===== config.mk =====
export PLATFORM = sky130hd
export DESIGN_NAME = adc_power_mode_sequencer
export DESIGN_NICKNAME = d
export VERILOG_FILES = /design/src/core/adc_power_pkg.sv /design/src/core/pin_event_if.sv /design/src/core/adc_power_mode_sequencer.sv /design/src/core/pin_sampler.sv
export SDC_FILE = /design/constraint.sdc
export NUM_CORES = 1
export LEC_CHECK = 0
export ABC_AREA = 1
export BUFFER_PORTS_ARGS = -buffer_cell sky130_fd_sc_hd__buf_4
export CORE_ASPECT_RATIO = 0.75
export CORE_MARGIN = 2
export CORE_UTILIZATION = 57
export DETAILED_ROUTE_END_ITERATION = 8
export PLACE_DENSITY = 0.79
export SLEW_MARGIN = 15
export SYNTH_ARGS = -nofsm -noshare
export SYNTH_HDL_FRONTEND = slang
export SYNTH_HIERARCHICAL = 1
export SYNTH_SLANG_ARGS = --single-unit

===== constraint.sdc =====
create_clock -name mclk_i -period 2.4 [get_ports mclk_i]
set_clock_uncertainty 0.15 [all_clocks]
set_input_delay 0.48 -clock mclk_i [delete_from_list [all_inputs] [get_ports mclk_i]]
set_output_delay 0.48 -clock mclk_i [all_outputs]
set_load 0.02 [all_outputs]

===== src/core/adc_power_pkg.sv =====
// constants shared by the power-mode sequencer and its pin front end
// assumes a single 100 MHz system clock samples every serial pin
package adc_power_pkg;
    // serial word geometry
    localparam int WORD_BITS = 16;
    localparam int CTRL_BITS = 12;
    localparam int RES_BITS = 12;
    localparam int CNT_BITS = 5;
    // falling-edge counts inside a transfer
    localparam logic [CNT_BITS-1:0] CTRL_LOAD_EDGE = 5'h0C;
    localparam logic [CNT_BITS-1:0] TRACK_EDGE = 5'h0E;
    localparam logic [CNT_BITS-1:0] LAST_EDGE = 5'h10;
    // control word field positions
    localparam int WRITE_POS = 11;
    localparam int SEQ_POS = 10;
    localparam int ADDR_HI = 9;
    localparam int ADDR_LO = 6;
    localparam int PWR_HI_POS = 5;
    localparam int PWR_LO_POS = 4;
    localparam int SHADOW_POS = 3;
    // power management bit pairs {high, low}
    localparam logic [1:0] PM_NORMAL = 2'h3;
    localparam logic [1:0] PM_FULL_OFF = 2'h2;
    localparam logic [1:0] PM_AUTO_SHUT = 2'h1;
    localparam logic [1:0] PM_AUTO_STBY = 2'h0;
    // dummy transfers needed after supply application
    localparam logic [1:0] INIT_RISES = 2'h3;
    // reset values
    localparam logic [WORD_BITS-1:0] SEQ_RESET = 16'h0000;
    localparam logic [CTRL_BITS-1:0] CTRL_RESET = 12'h000;

    // power state of the analog core
    typedef enum logic [1:0] {
        PWR_ACTIVE = 2'b00,
        PWR_STANDBY = 2'b01,
        PWR_SHUTDOWN = 2'b10,
        PWR_FULL_OFF = 2'b11
    } pwr_state_t;
endpackage : adc_power_pkg


===== src/core/pin_event_if.sv =====
// interface carrying synchronised pin levels and edge events
// assumes producer and consumer share mclk_i
`timescale 1ns/10ps
`default_nettype none
interface pin_event_if;
    logic cs_fall; // chip select went low, one-cycle pulse
    logic cs_rise; // chip select went high, one-cycle pulse
    logic sclk_fall; // serial clock fell, one-cycle pulse
    logic din_lvl; // synchronised serial input level
    modport src (output cs_fall, output cs_rise, output sclk_fall, output din_lvl);
    modport dst (input cs_fall, input cs_rise, input sclk_fall, input din_lvl);
endinterface : pin_event_if
`default_nettype wire


===== src/core/adc_power_mode_sequencer.sv =====
// power-mode and transfer control of a serial successive-approximation converter
// assumes pins are asynchronous; result_i comes from logic on mclk_i
//
// Behaviour
// - power bits pick normal, off, auto-shutdown, standby
// - chip select fall starts conversion, holds sample
// - write bit set loads first 12 bits
// - armed shadow transfer loads all 16 bits
// - sixteen clocks; track resumes at 14th fall
// - full shutdown keeps word until power rewritten
// - write normal in shutdown powers up at rise
// - auto-shutdown sleeps after conversion, sample held
// - auto-shutdown wakes, tracks on next chip select fall
// - auto-standby sleeps after conversion, bias stays on
// - standby wakes and tracks on next fall
// - new auto mode takes effect at conversion end
// - three dummy transfers reach an auto mode
// - third rise after power-up holds configuration
// - write bit is input word msb
// - shadow word commits at rise, tracking restarts in normal mode
// - output word: four address bits, twelve result
`timescale 1ns/10ps
`default_nettype none
module adc_power_mode_sequencer
    import adc_power_pkg::*;
#(
    // power-up contents are unspecified; this value is arbitrary
    parameter logic [CTRL_BITS-1:0] POWERUP_CTRL = 12'h0A5
) (
    input wire logic mclk_i,
    input wire logic reset_i, // models supply application
    input wire logic cs_n_i,
    input wire logic sclk_i,
    input wire logic din_i,
    input wire logic [RES_BITS-1:0] result_i, // conversion result
    output logic dout_o,
    output logic dout_oe_o,
    output logic track_o, // 1 track, 0 hold
    output logic [1:0] pwr_state_o, // pwr_state_t code
    output logic conv_start_o, // pulse per conversion start
    output logic config_valid_o, // init sequence finished
    output logic [CTRL_BITS-1:0] ctrl_word_o,
    output logic [WORD_BITS-1:0] seq_word_o
);
    ////////////////////////////////////////////////////////////////////////
    // pin front end
    // every pin passes two flops and then an edge compare or, for din_i, a third flop, so a pin event
    // reaches the sequencer three clock edges after the pin moved, and the
    // state below answers on the fourth; this caps the serial clock at about
    // an eighth of mclk_i, traded for a single clock domain
    pin_event_if evt ();

    pin_sampler u_sampler (
        .mclk_i(mclk_i),
        .reset_i(reset_i),
        .cs_n_i(cs_n_i),
        .sclk_i(sclk_i),
        .din_i(din_i),
        .evt(evt)
    );

    ////////////////////////////////////////////////////////////////////////
    // all sequencer state in one record
    // one record so that a single flop bank holds the whole sequencer
    typedef struct packed {
        logic [CNT_BITS-1:0] cnt; // falling clock edges this frame
        logic [WORD_BITS-1:0] shin; // bits taken from serial input
        logic [WORD_BITS-1:0] shout; // word being shifted out
        logic [CTRL_BITS-1:0] ctrl; // control word
        logic [WORD_BITS-1:0] seq; // channel-sequence word
        logic shadow_arm; // last write asked for a shadow frame
        logic shadow_xfer; // this frame feeds the sequence word
        logic in_frame; // between chip select fall and rise
        pwr_state_t pwr;
        logic track;
        logic dout;
        logic dout_oe;
        logic conv_start;
        logic [1:0] rises; // chip select rises since power-up
        logic cfg_valid;
    } seq_state_t;

    seq_state_t st_r;
    seq_state_t st_nxt;

    ////////////////////////////////////////////////////////////////////////
    // next state
    // pin events are taken by priority: a chip select fall wins over a clock
    // fall, and a clock fall wins over a chip select rise
    // limitation: a chip select rise in the same cycle as a counted clock fall (one of the
    // first sixteen in a frame) is lost, so the host must keep the two apart
    // the shift register and counter run in every mode; only the track flag
    // and the power state depend on the mode
    always_comb begin
        logic [WORD_BITS-1:0] shin_new;
        logic [CNT_BITS-1:0] cnt_new;
        shin_new = {st_r.shin[WORD_BITS-2:0], evt.din_lvl};
        cnt_new = st_r.cnt + 5'h01;
        st_nxt = st_r;
        st_nxt.conv_start = 1'b0;

        if (evt.cs_fall) begin
            // new conversion: sample held, counter restarts
            st_nxt.in_frame = 1'b1;
            st_nxt.cnt = '0;
            st_nxt.conv_start = 1'b1;
            st_nxt.track = 1'b0;
            st_nxt.shadow_xfer = st_r.shadow_arm;
            st_nxt.shadow_arm = 1'b0;
            // address nibble then result, msb leads on the fall
            st_nxt.shout = {st_r.ctrl[ADDR_HI:ADDR_LO], result_i};
            st_nxt.dout = st_r.ctrl[ADDR_HI];
            st_nxt.dout_oe = 1'b1;
            // a sleeping core wakes here; this transfer is the dummy
            if (st_r.pwr == PWR_SHUTDOWN || st_r.pwr == PWR_STANDBY) begin
                st_nxt.pwr = PWR_ACTIVE;
                st_nxt.track = 1'b1;
            end
        end else if (evt.sclk_fall && st_r.in_frame && st_r.cnt < LAST_EDGE) begin
            // clocks beyond sixteen are ignored until the next start
            // shin collects every bit; the count decides what it feeds
            st_nxt.cnt = cnt_new;
            st_nxt.shin = shin_new;
            st_nxt.shout = {st_r.shout[WORD_BITS-2:0], 1'b0};
            st_nxt.dout = st_r.shout[WORD_BITS-2];
            // control load needs the write flag as first bit
            if (cnt_new == CTRL_LOAD_EDGE && !st_r.shadow_xfer
                    && shin_new[WRITE_POS]) begin
                st_nxt.ctrl = shin_new[CTRL_BITS-1:0];
                st_nxt.shadow_arm = ~shin_new[SEQ_POS] & shin_new[SHADOW_POS];
            end
            // a held core that is powered returns to track here
            if (cnt_new == TRACK_EDGE && !st_r.shadow_xfer
                    && st_r.pwr == PWR_ACTIVE) begin
                st_nxt.track = 1'b1;
            end
            // output released after the last bit
            // dout is driven low while released so no unknown leaves the block
            if (cnt_new == LAST_EDGE) begin
                st_nxt.dout_oe = 1'b0;
                st_nxt.dout = 1'b0;
            end
        end else if (evt.cs_rise) begin
            st_nxt.in_frame = 1'b0;
            st_nxt.dout_oe = 1'b0;
            st_nxt.dout = 1'b0;
            // shadow frame commits the word, then tracks first channel if the power pair is normal
            // a cut shadow frame, fewer than sixteen falls, leaves the word alone
            if (st_r.shadow_xfer && st_r.cnt == LAST_EDGE) begin
                st_nxt.seq = st_r.shin;
                st_nxt.track = 1'b1;
            end
            st_nxt.shadow_xfer = 1'b0;
            // end of conversion: mode change lands only now
            // the power pair is read from the word as it stands here, so a
            // write in this frame takes effect now, and a dummy frame with the
            // write bit clear keeps the previous mode
            case ({st_r.ctrl[PWR_HI_POS], st_r.ctrl[PWR_LO_POS]})
                PM_NORMAL: begin
                    // also the power-up path out of full shutdown
                    // track stays held here; a core leaving full-off first
                    // tracks at the fourteenth clock fall of the next frame
                    st_nxt.pwr = PWR_ACTIVE;
                end
                PM_FULL_OFF: begin
                    // everything off, word kept, stays till rewritten
                    st_nxt.pwr = PWR_FULL_OFF;
                    st_nxt.track = 1'b0;
                end
                PM_AUTO_SHUT: begin
                    st_nxt.pwr = PWR_SHUTDOWN;
                    st_nxt.track = 1'b0;
                end
                default: begin
                    // bias generator stays up; core parts off
                    st_nxt.pwr = PWR_STANDBY;
                    st_nxt.track = 1'b0;
                end
            endcase
            // count init rises; third one holds written setup
            // the count stops at three, so it never wraps back
            if (st_r.rises != INIT_RISES) begin
                st_nxt.rises = st_r.rises + 2'h1;
                if (st_r.rises == INIT_RISES - 2'h1) begin
                    st_nxt.cfg_valid = 1'b1;
                end
            end
        end
    end

    ////////////////////////////////////////////////////////////////////////
    // register; reset stands for supply application
    // the part has no reset pin; reset_i only models power arriving and
    // loads a deliberately odd setup, so nothing may rely on it
    always_ff @(posedge mclk_i) begin
        if (reset_i) begin
            st_r <= '0;
            st_r.ctrl <= POWERUP_CTRL;
            st_r.seq <= SEQ_RESET;
            st_r.pwr <= PWR_FULL_OFF;
        end else begin
            st_r <= st_nxt;
        end
    end

    // outputs straight from the state record
    // every output is a field of st_r, so no gate follows any output flop
    assign dout_o = st_r.dout;
    assign dout_oe_o = st_r.dout_oe;
    assign track_o = st_r.track;
    assign pwr_state_o = st_r.pwr;
    assign conv_start_o = st_r.conv_start;
    assign config_valid_o = st_r.cfg_valid;
    assign ctrl_word_o = st_r.ctrl;
    assign seq_word_o = st_r.seq;
endmodule : adc_power_mode_sequencer
`default_nettype wire


===== src/core/pin_sampler.sv =====
// two-flop synchronisers and edge finders for the serial pins
// assumes pins are asynchronous to mclk_i and much slower than it
`timescale 1ns/10ps
`default_nettype none
module pin_sampler
    import adc_power_pkg::*;
(
    input wire logic mclk_i,
    input wire logic reset_i,
    input wire logic cs_n_i,
    input wire logic sclk_i,
    input wire logic din_i,
    pin_event_if.src evt
);
    // one packed record of all sampler state
    typedef struct packed {
        logic [2:0] meta; // first stage, read only by stage two
        logic [2:0] sync; // second stage, safe to use
        logic [2:0] last; // previous safe sample for edges
        logic cs_fall;
        logic cs_rise;
        logic sclk_fall;
    } samp_t;

    samp_t st_r;
    samp_t st_nxt;

    ////////////////////////////////////////////////////////////////////////
    // next state: edges come only from the second stage
    always_comb begin
        st_nxt = st_r;
        st_nxt.meta = {cs_n_i, sclk_i, din_i};
        st_nxt.sync = st_r.meta;
        st_nxt.last = st_r.sync;
        st_nxt.cs_fall = st_r.last[2] & ~st_r.sync[2];
        st_nxt.cs_rise = ~st_r.last[2] & st_r.sync[2];
        st_nxt.sclk_fall = st_r.last[1] & ~st_r.sync[1];
    end

    // register; idle chip select high so no false edge after reset
    always_ff @(posedge mclk_i) begin
        if (reset_i) begin
            st_r <= '{meta: 3'h6, sync: 3'h6, last: 3'h6, default: 1'b0};
        end else begin
            st_r <= st_nxt;
        end
    end

    assign evt.cs_fall = st_r.cs_fall;
    assign evt.cs_rise = st_r.cs_rise;
    assign evt.sclk_fall = st_r.sclk_fall;
    assign evt.din_lvl = st_r.last[0];
endmodule : pin_sampler
`default_nettype wire


## Yosys cells after proc, flatten, opt, wreduce, memory -nomap -nowiden

Cells that the tools add are included.

| word-level totals | value |
|---|---|
| flip-flop bits (word level) | 88 |
| latch bits | 0 |
| memory bits (writable) | 0 |
| bits in read-only memories | 0 |
| input bits | 17 |
| word-level logic and storage cells | 88 |
| memories kept | 0 |

| operators by class | value |
|---|---|
| $add $sub $neg | 2 |
| multipliers | 0 |
| divide/modulo/power cells | 0 |
| magnitude comparators | 1 |
| eq/ne operators | 16 |
| shift-type cells | 0 |
| multiplexer cells | 14 |
| bitwise operators | 10 |
| reduce and logical (&&, ||, !) cells | 24 |

Operators by type and width:

| operator | number |
|---|---|
| 27-bit 2-to-1 mux | 1 |
| 15-bit 2-to-1 mux | 1 |
| 7-bit 2-to-1 mux | 2 |
| 12-bit 2-to-1 mux | 1 |
| 5-bit by 4-bit equality test with 1-bit output (second input constant) | 2 |
| 5-bit equality test (second input constant) | 2 |
| 3-bit AND reduction | 3 |
| 2-bit equality test (second input constant) | 4 |
| 2-bit AND reduction | 4 |
| 4-bit AND reduction | 2 |
| 1-bit logical AND | 7 |
| 3-bit 2-to-1 mux | 2 |
| 3-bit by 1-bit inequality test with 1-bit output (second input constant) | 2 |
| 1-bit inverter | 6 |
| 2-bit case mux with 3 select lines | 1 |
| 5-bit by 1-bit adder with 5-bit output (second input constant) | 1 |
| 5-bit < comparator (second input constant) | 1 |
| 5-bit AND reduction | 1 |
| 1-bit bitwise AND | 4 |
| 2-bit by 1-bit equality test with 1-bit output (second input constant) | 2 |
| 1-bit 2-to-1 mux | 4 |
| 4-bit 2-to-1 mux | 1 |
| 2-bit inequality test (second input constant) | 2 |
| 4-bit by 3-bit inequality test with 1-bit output (second input constant) | 1 |
| 9 further kinds | 10 |

## Logic depth before layout (Yosys ltp)

| logic depth | value |
|---|---|
| word-level depth | 7 |
| mapped depth | 12 |
| mapped depth without buffers | 11 |

## By module

Netlist, hierarchy kept.

Modules (own cells, without submodules):

| module | times used | cells an instance | area each (um^2) | sequential area each (um^2) |
|---|---|---|---|---|
| adc_power_mode_sequencer | 1 | 463 | 3519.6 | 1521.5 |
| pin_sampler | 1 | 34 | 340.3 | 240.2 |

## Worst setup path before layout

No wires, ideal clock.

| timing | value |
|---|---|
| kind | register to register |
| start point | reg st_r[72] (netlist name) |
| end point | reg st_r (netlist bit ctrl_word_o[10]) |
| arrival time | 1.418 ns |
| setup slack | 0.722 ns |
| stages on the path, launching flop included | 11 |
| path buffers | 1 |
| period minus slack after synthesis | 1.678 ns |
| cell sequence | dfxtp_1 > ha_1 > nand2_1 > clkinv_2 > nor2_2 > nand2_2 > nor2_1 > buf_2 > nand4_1 > nand2_1 > nor2_1 |

| on the way | value |
|---|---|
| cells in the longest elaborated chain, start to end | 5 |

Ends and longest elaborated chain:

| item | RTL line | text |
|---|---|---|
| start: declaration | adc_power_mode_sequencer.sv:83 | `seq_state_t st_r;` |
| start signal: assignment | adc_power_mode_sequencer.sv:202 | `st_r <= st_nxt;` |
| 5-bit by 1-bit adder with 5-bit output | adc_power_mode_sequencer.sv:98 | `cnt_new = st_r.cnt + 5'h01;` |
| 5-bit by 4-bit equality test with 1-bit output | adc_power_mode_sequencer.sv:127 | `if (cnt_new == CTRL_LOAD_EDGE && !st_r.shadow_xfer` |
| 1-bit logical AND | adc_power_mode_sequencer.sv:127 |  |
| 1-bit logical AND | adc_power_mode_sequencer.sv:128 | `&& shin_new[WRITE_POS]) begin` |
| 3-bit AND reduction (no source line) (*) | n/a |  |

Every way passes the cells marked *; elsewhere a longest branch is shown, timed or not.
A chain may end at the register's enable or synchronous reset.

## Worst setup path in the final report

| timing | value |
|---|---|
| start point | reg st_r[72] (netlist name) |
| end point | reg st_r (netlist bit ctrl_word_o[1]) |

The elaborated chain is that of the path after synthesis.

==> flow_summary.yaml <==
worst_setup_path:
  required_ns: 2.52
  crit_fanout: 11
  startpoint: "st_r[72]"
  r2r_start: "st_r[72]"
  arrival_ns: 2.05
  crit_path_start_kind: "flop"
  worst_setup_path_end_kind: "flop"
  crit_type: "flop to flop"
drt:
  viasPerCell: 5.114
  drt_iter0_markers: 155
  totalWireLength_um: 7951
  drc: 0
  antenna_left: 0
  num_vias: 3063
  first_pass_iters: 5
  avgRoutedWirePerCell_um: 13.27
timing:
  rsz0062_at_grt: "no"
  setup_viol: 0
  layout_min_cycle_time_ns: 1.935
  drv_slew: 0
  slew_headroom_pct: 51.54
  fin_crit_sh_pct: 80.63
  finalSetupTns_ns: 0
  max_freq_mhz: 516.8
  tightestPinTransition_ns: 0.7242
  hold_viol_final: 0
finish:
  fillers: 520
  nets: 538
  drive_gt1_share_pct: 18.15
  syn2layout_area_growth_pct: 10.31
  diodes: 0
pwr:
  total_power_mw: 2.676
  peakVddDrop_mv: 0.4092
  p_per_area_nw_per_um2: 628.6
  leakagePower_nw: 1.979
yosys:
  synth.net_count: 522
  synth.most_common_cell: "dfxtp_1"
  ys_top_cells_by_count: "dfxtp_1, nand2_1, inv_1"
  synth-async-reset-ratio_pct: 0
  ys_seq_elements: 88
  syn_inst: 497
  synth_edf_count: 0
  yosys_warnings: 6
  yosysSeqAreaShare_pct: 45.64
  yosys.cell_types.count: 33
  synth_top_flop_cell: "dfxtp_1"
  yosysTopAreaCell: "dfxtp_1"
  synth_area_leaders: "dfxtp_1, nand2_1, inv_1"
  avgSynthCellArea_um2: 7.767
  netlist_area_um2: 3860
  synth.top_cell.area_share_pct: 45.64
floorplanning:
  die_area_um2: 7453
  rows: 25
  die_w_um: 99.02
  dieHeight_um: 75.27
  start_util_pct: 60.20
  core_area_um2: 6412
  ios: 52
placement:
  hpwl_um: 5451
  gp_congestion: 0.8865
  io_buffers: 51
grt:
  grt_start_max_net_pins: 59
  antenna_found_initial: 0
  grt-ovfl-total: 0
  grt_pass1_vias: 2785
  grt_pass1_wl_um: 12940
  grt_usage_pct: 22.27
worst_hold_path:
  hold_path.class: "input port to flop"
  worstHoldStart: "cs_n_i"
cts:
  clkTransAtPathRegs_ns: 0.09
  cts_tree: "yes"
  postCtsHoldBufs: 0
  numCtsBuffers: 9
  cts_setup_buffers: 0
  clock-sinks: 88
  htree_levels: 3
  cts_resized: 0
  clockRootBuffer: "clkbuf_8"
  clk_latency_ns: 0.36
  clockBufferDepth: 2
flow_run:
  max-cap-violations: 0
run_status:
  outcome: "completed"
==> per-layer routing <==
metal,share of wire [%],track usage (%),up-vias
met1,48,29.79,1376
met3,5.8,6.128,19
li1,-,-,1572
met4,1.8,9.132,0
met2,44,34.68,96
met5,0,0,-
==> cells by family after synthesis <==
family          synth area share (%)
fa+ha+maj                      2.593
buf+inv                        17.08
simple gates                   20.32
flops                          45.64
compound gates                 14.36
==> state kept, by name (all words and copies together), names as in the netlist, 2 cells and up <==
register and count:
u_sampler/st_r 2, seq_word_o 16, u_sampler/st_nxt 6, pwr_state_o 2, ctrl_word_o 12, st_r 41
==> power by group <==
part / switching, mW / leakage, nW / internal (mW) / total (mW)
combinational: 0.0631 / 1.16 / 0.0462 / 0.109
sequential: 0.00993 / 0.712 / 1.48 / 1.49
clock: 0.510 / 0.106 / 0.571 / 1.08
total: 0.583 / 1.98 / 2.09 / 2.68
==> layout by cell type, fill, tap and decap left out, types with 3 or more instances in the layout <==
cell and count:
o211ai_1 3, buf_4 56, inv_1 72, a21oi_1 32, dfxtp_1 88, or2_1 4
o211ai_2 3, nand2_1 76, nand4_1 13, inv_2 4, nor2_2 3, nor2_1 51
o21ai_0 51, a22oi_1 6, nand3_1 12, ha_1 8, o21ai_1 3, clkbuf_8 12
==> worst paths after layout <==
check / to / slack, ns / cells after the start
worst min-delay path: u_sampler/st_nxt[8] / 0.15 / 2
worst max register to register: ctrl_word_o[1] / 0.46 / 6
worst max-delay path: ctrl_word_o[1] / 0.46 / 6
worst min register to register: u_sampler/evt.din_lvl / 0.26 / 2
==> per-stage QoR <==
step / setup slack (ns) / util (%) / instance area, um2 / instances / hold slack [ns]
finish: 0.4649 / 66.40 / 4258 / 599 / 0.1458
global route: 0.3661 / 66.40 / 4258 / 599 / 0.1471
CTS: 0.5085 / 66.40 / 4258 / 599 / 0.1408
detailed placement: 0.5178 / 63.04 / 4043 / 583 / 0.2433
global placement: 0.6168 / 63.04 / 4043 / 583 / 0.2386
floorplan: 0.7221 / - / 3860 / 497 / 0.2332
==> worst max-delay path: stages (launching register included) <==
cell     delay [ns]
dfxtp_1        0.45
ha_1           0.22
inv_1          0.09
nor2_1         0.58
nand4_1        0.23
nand2_1        0.11
nor2_1         0.04
==> final cells by class <==
class | instances | area, um2 | area share [%]
well taps | 81 | 101.3 | 2.380
multi-input cells | 278 | 1439 | 33.79
repair buffers | 57 | 440.4 | 10.34
clock inverters | 3 | 46.29 | 1.087
flip-flops and latches | 88 | 1762 | 41.38
inverters | 79 | 300.3 | 7.053
clock buffers | 13 | 168.9 | 3.967
Power figures use the tool's default switching activity.
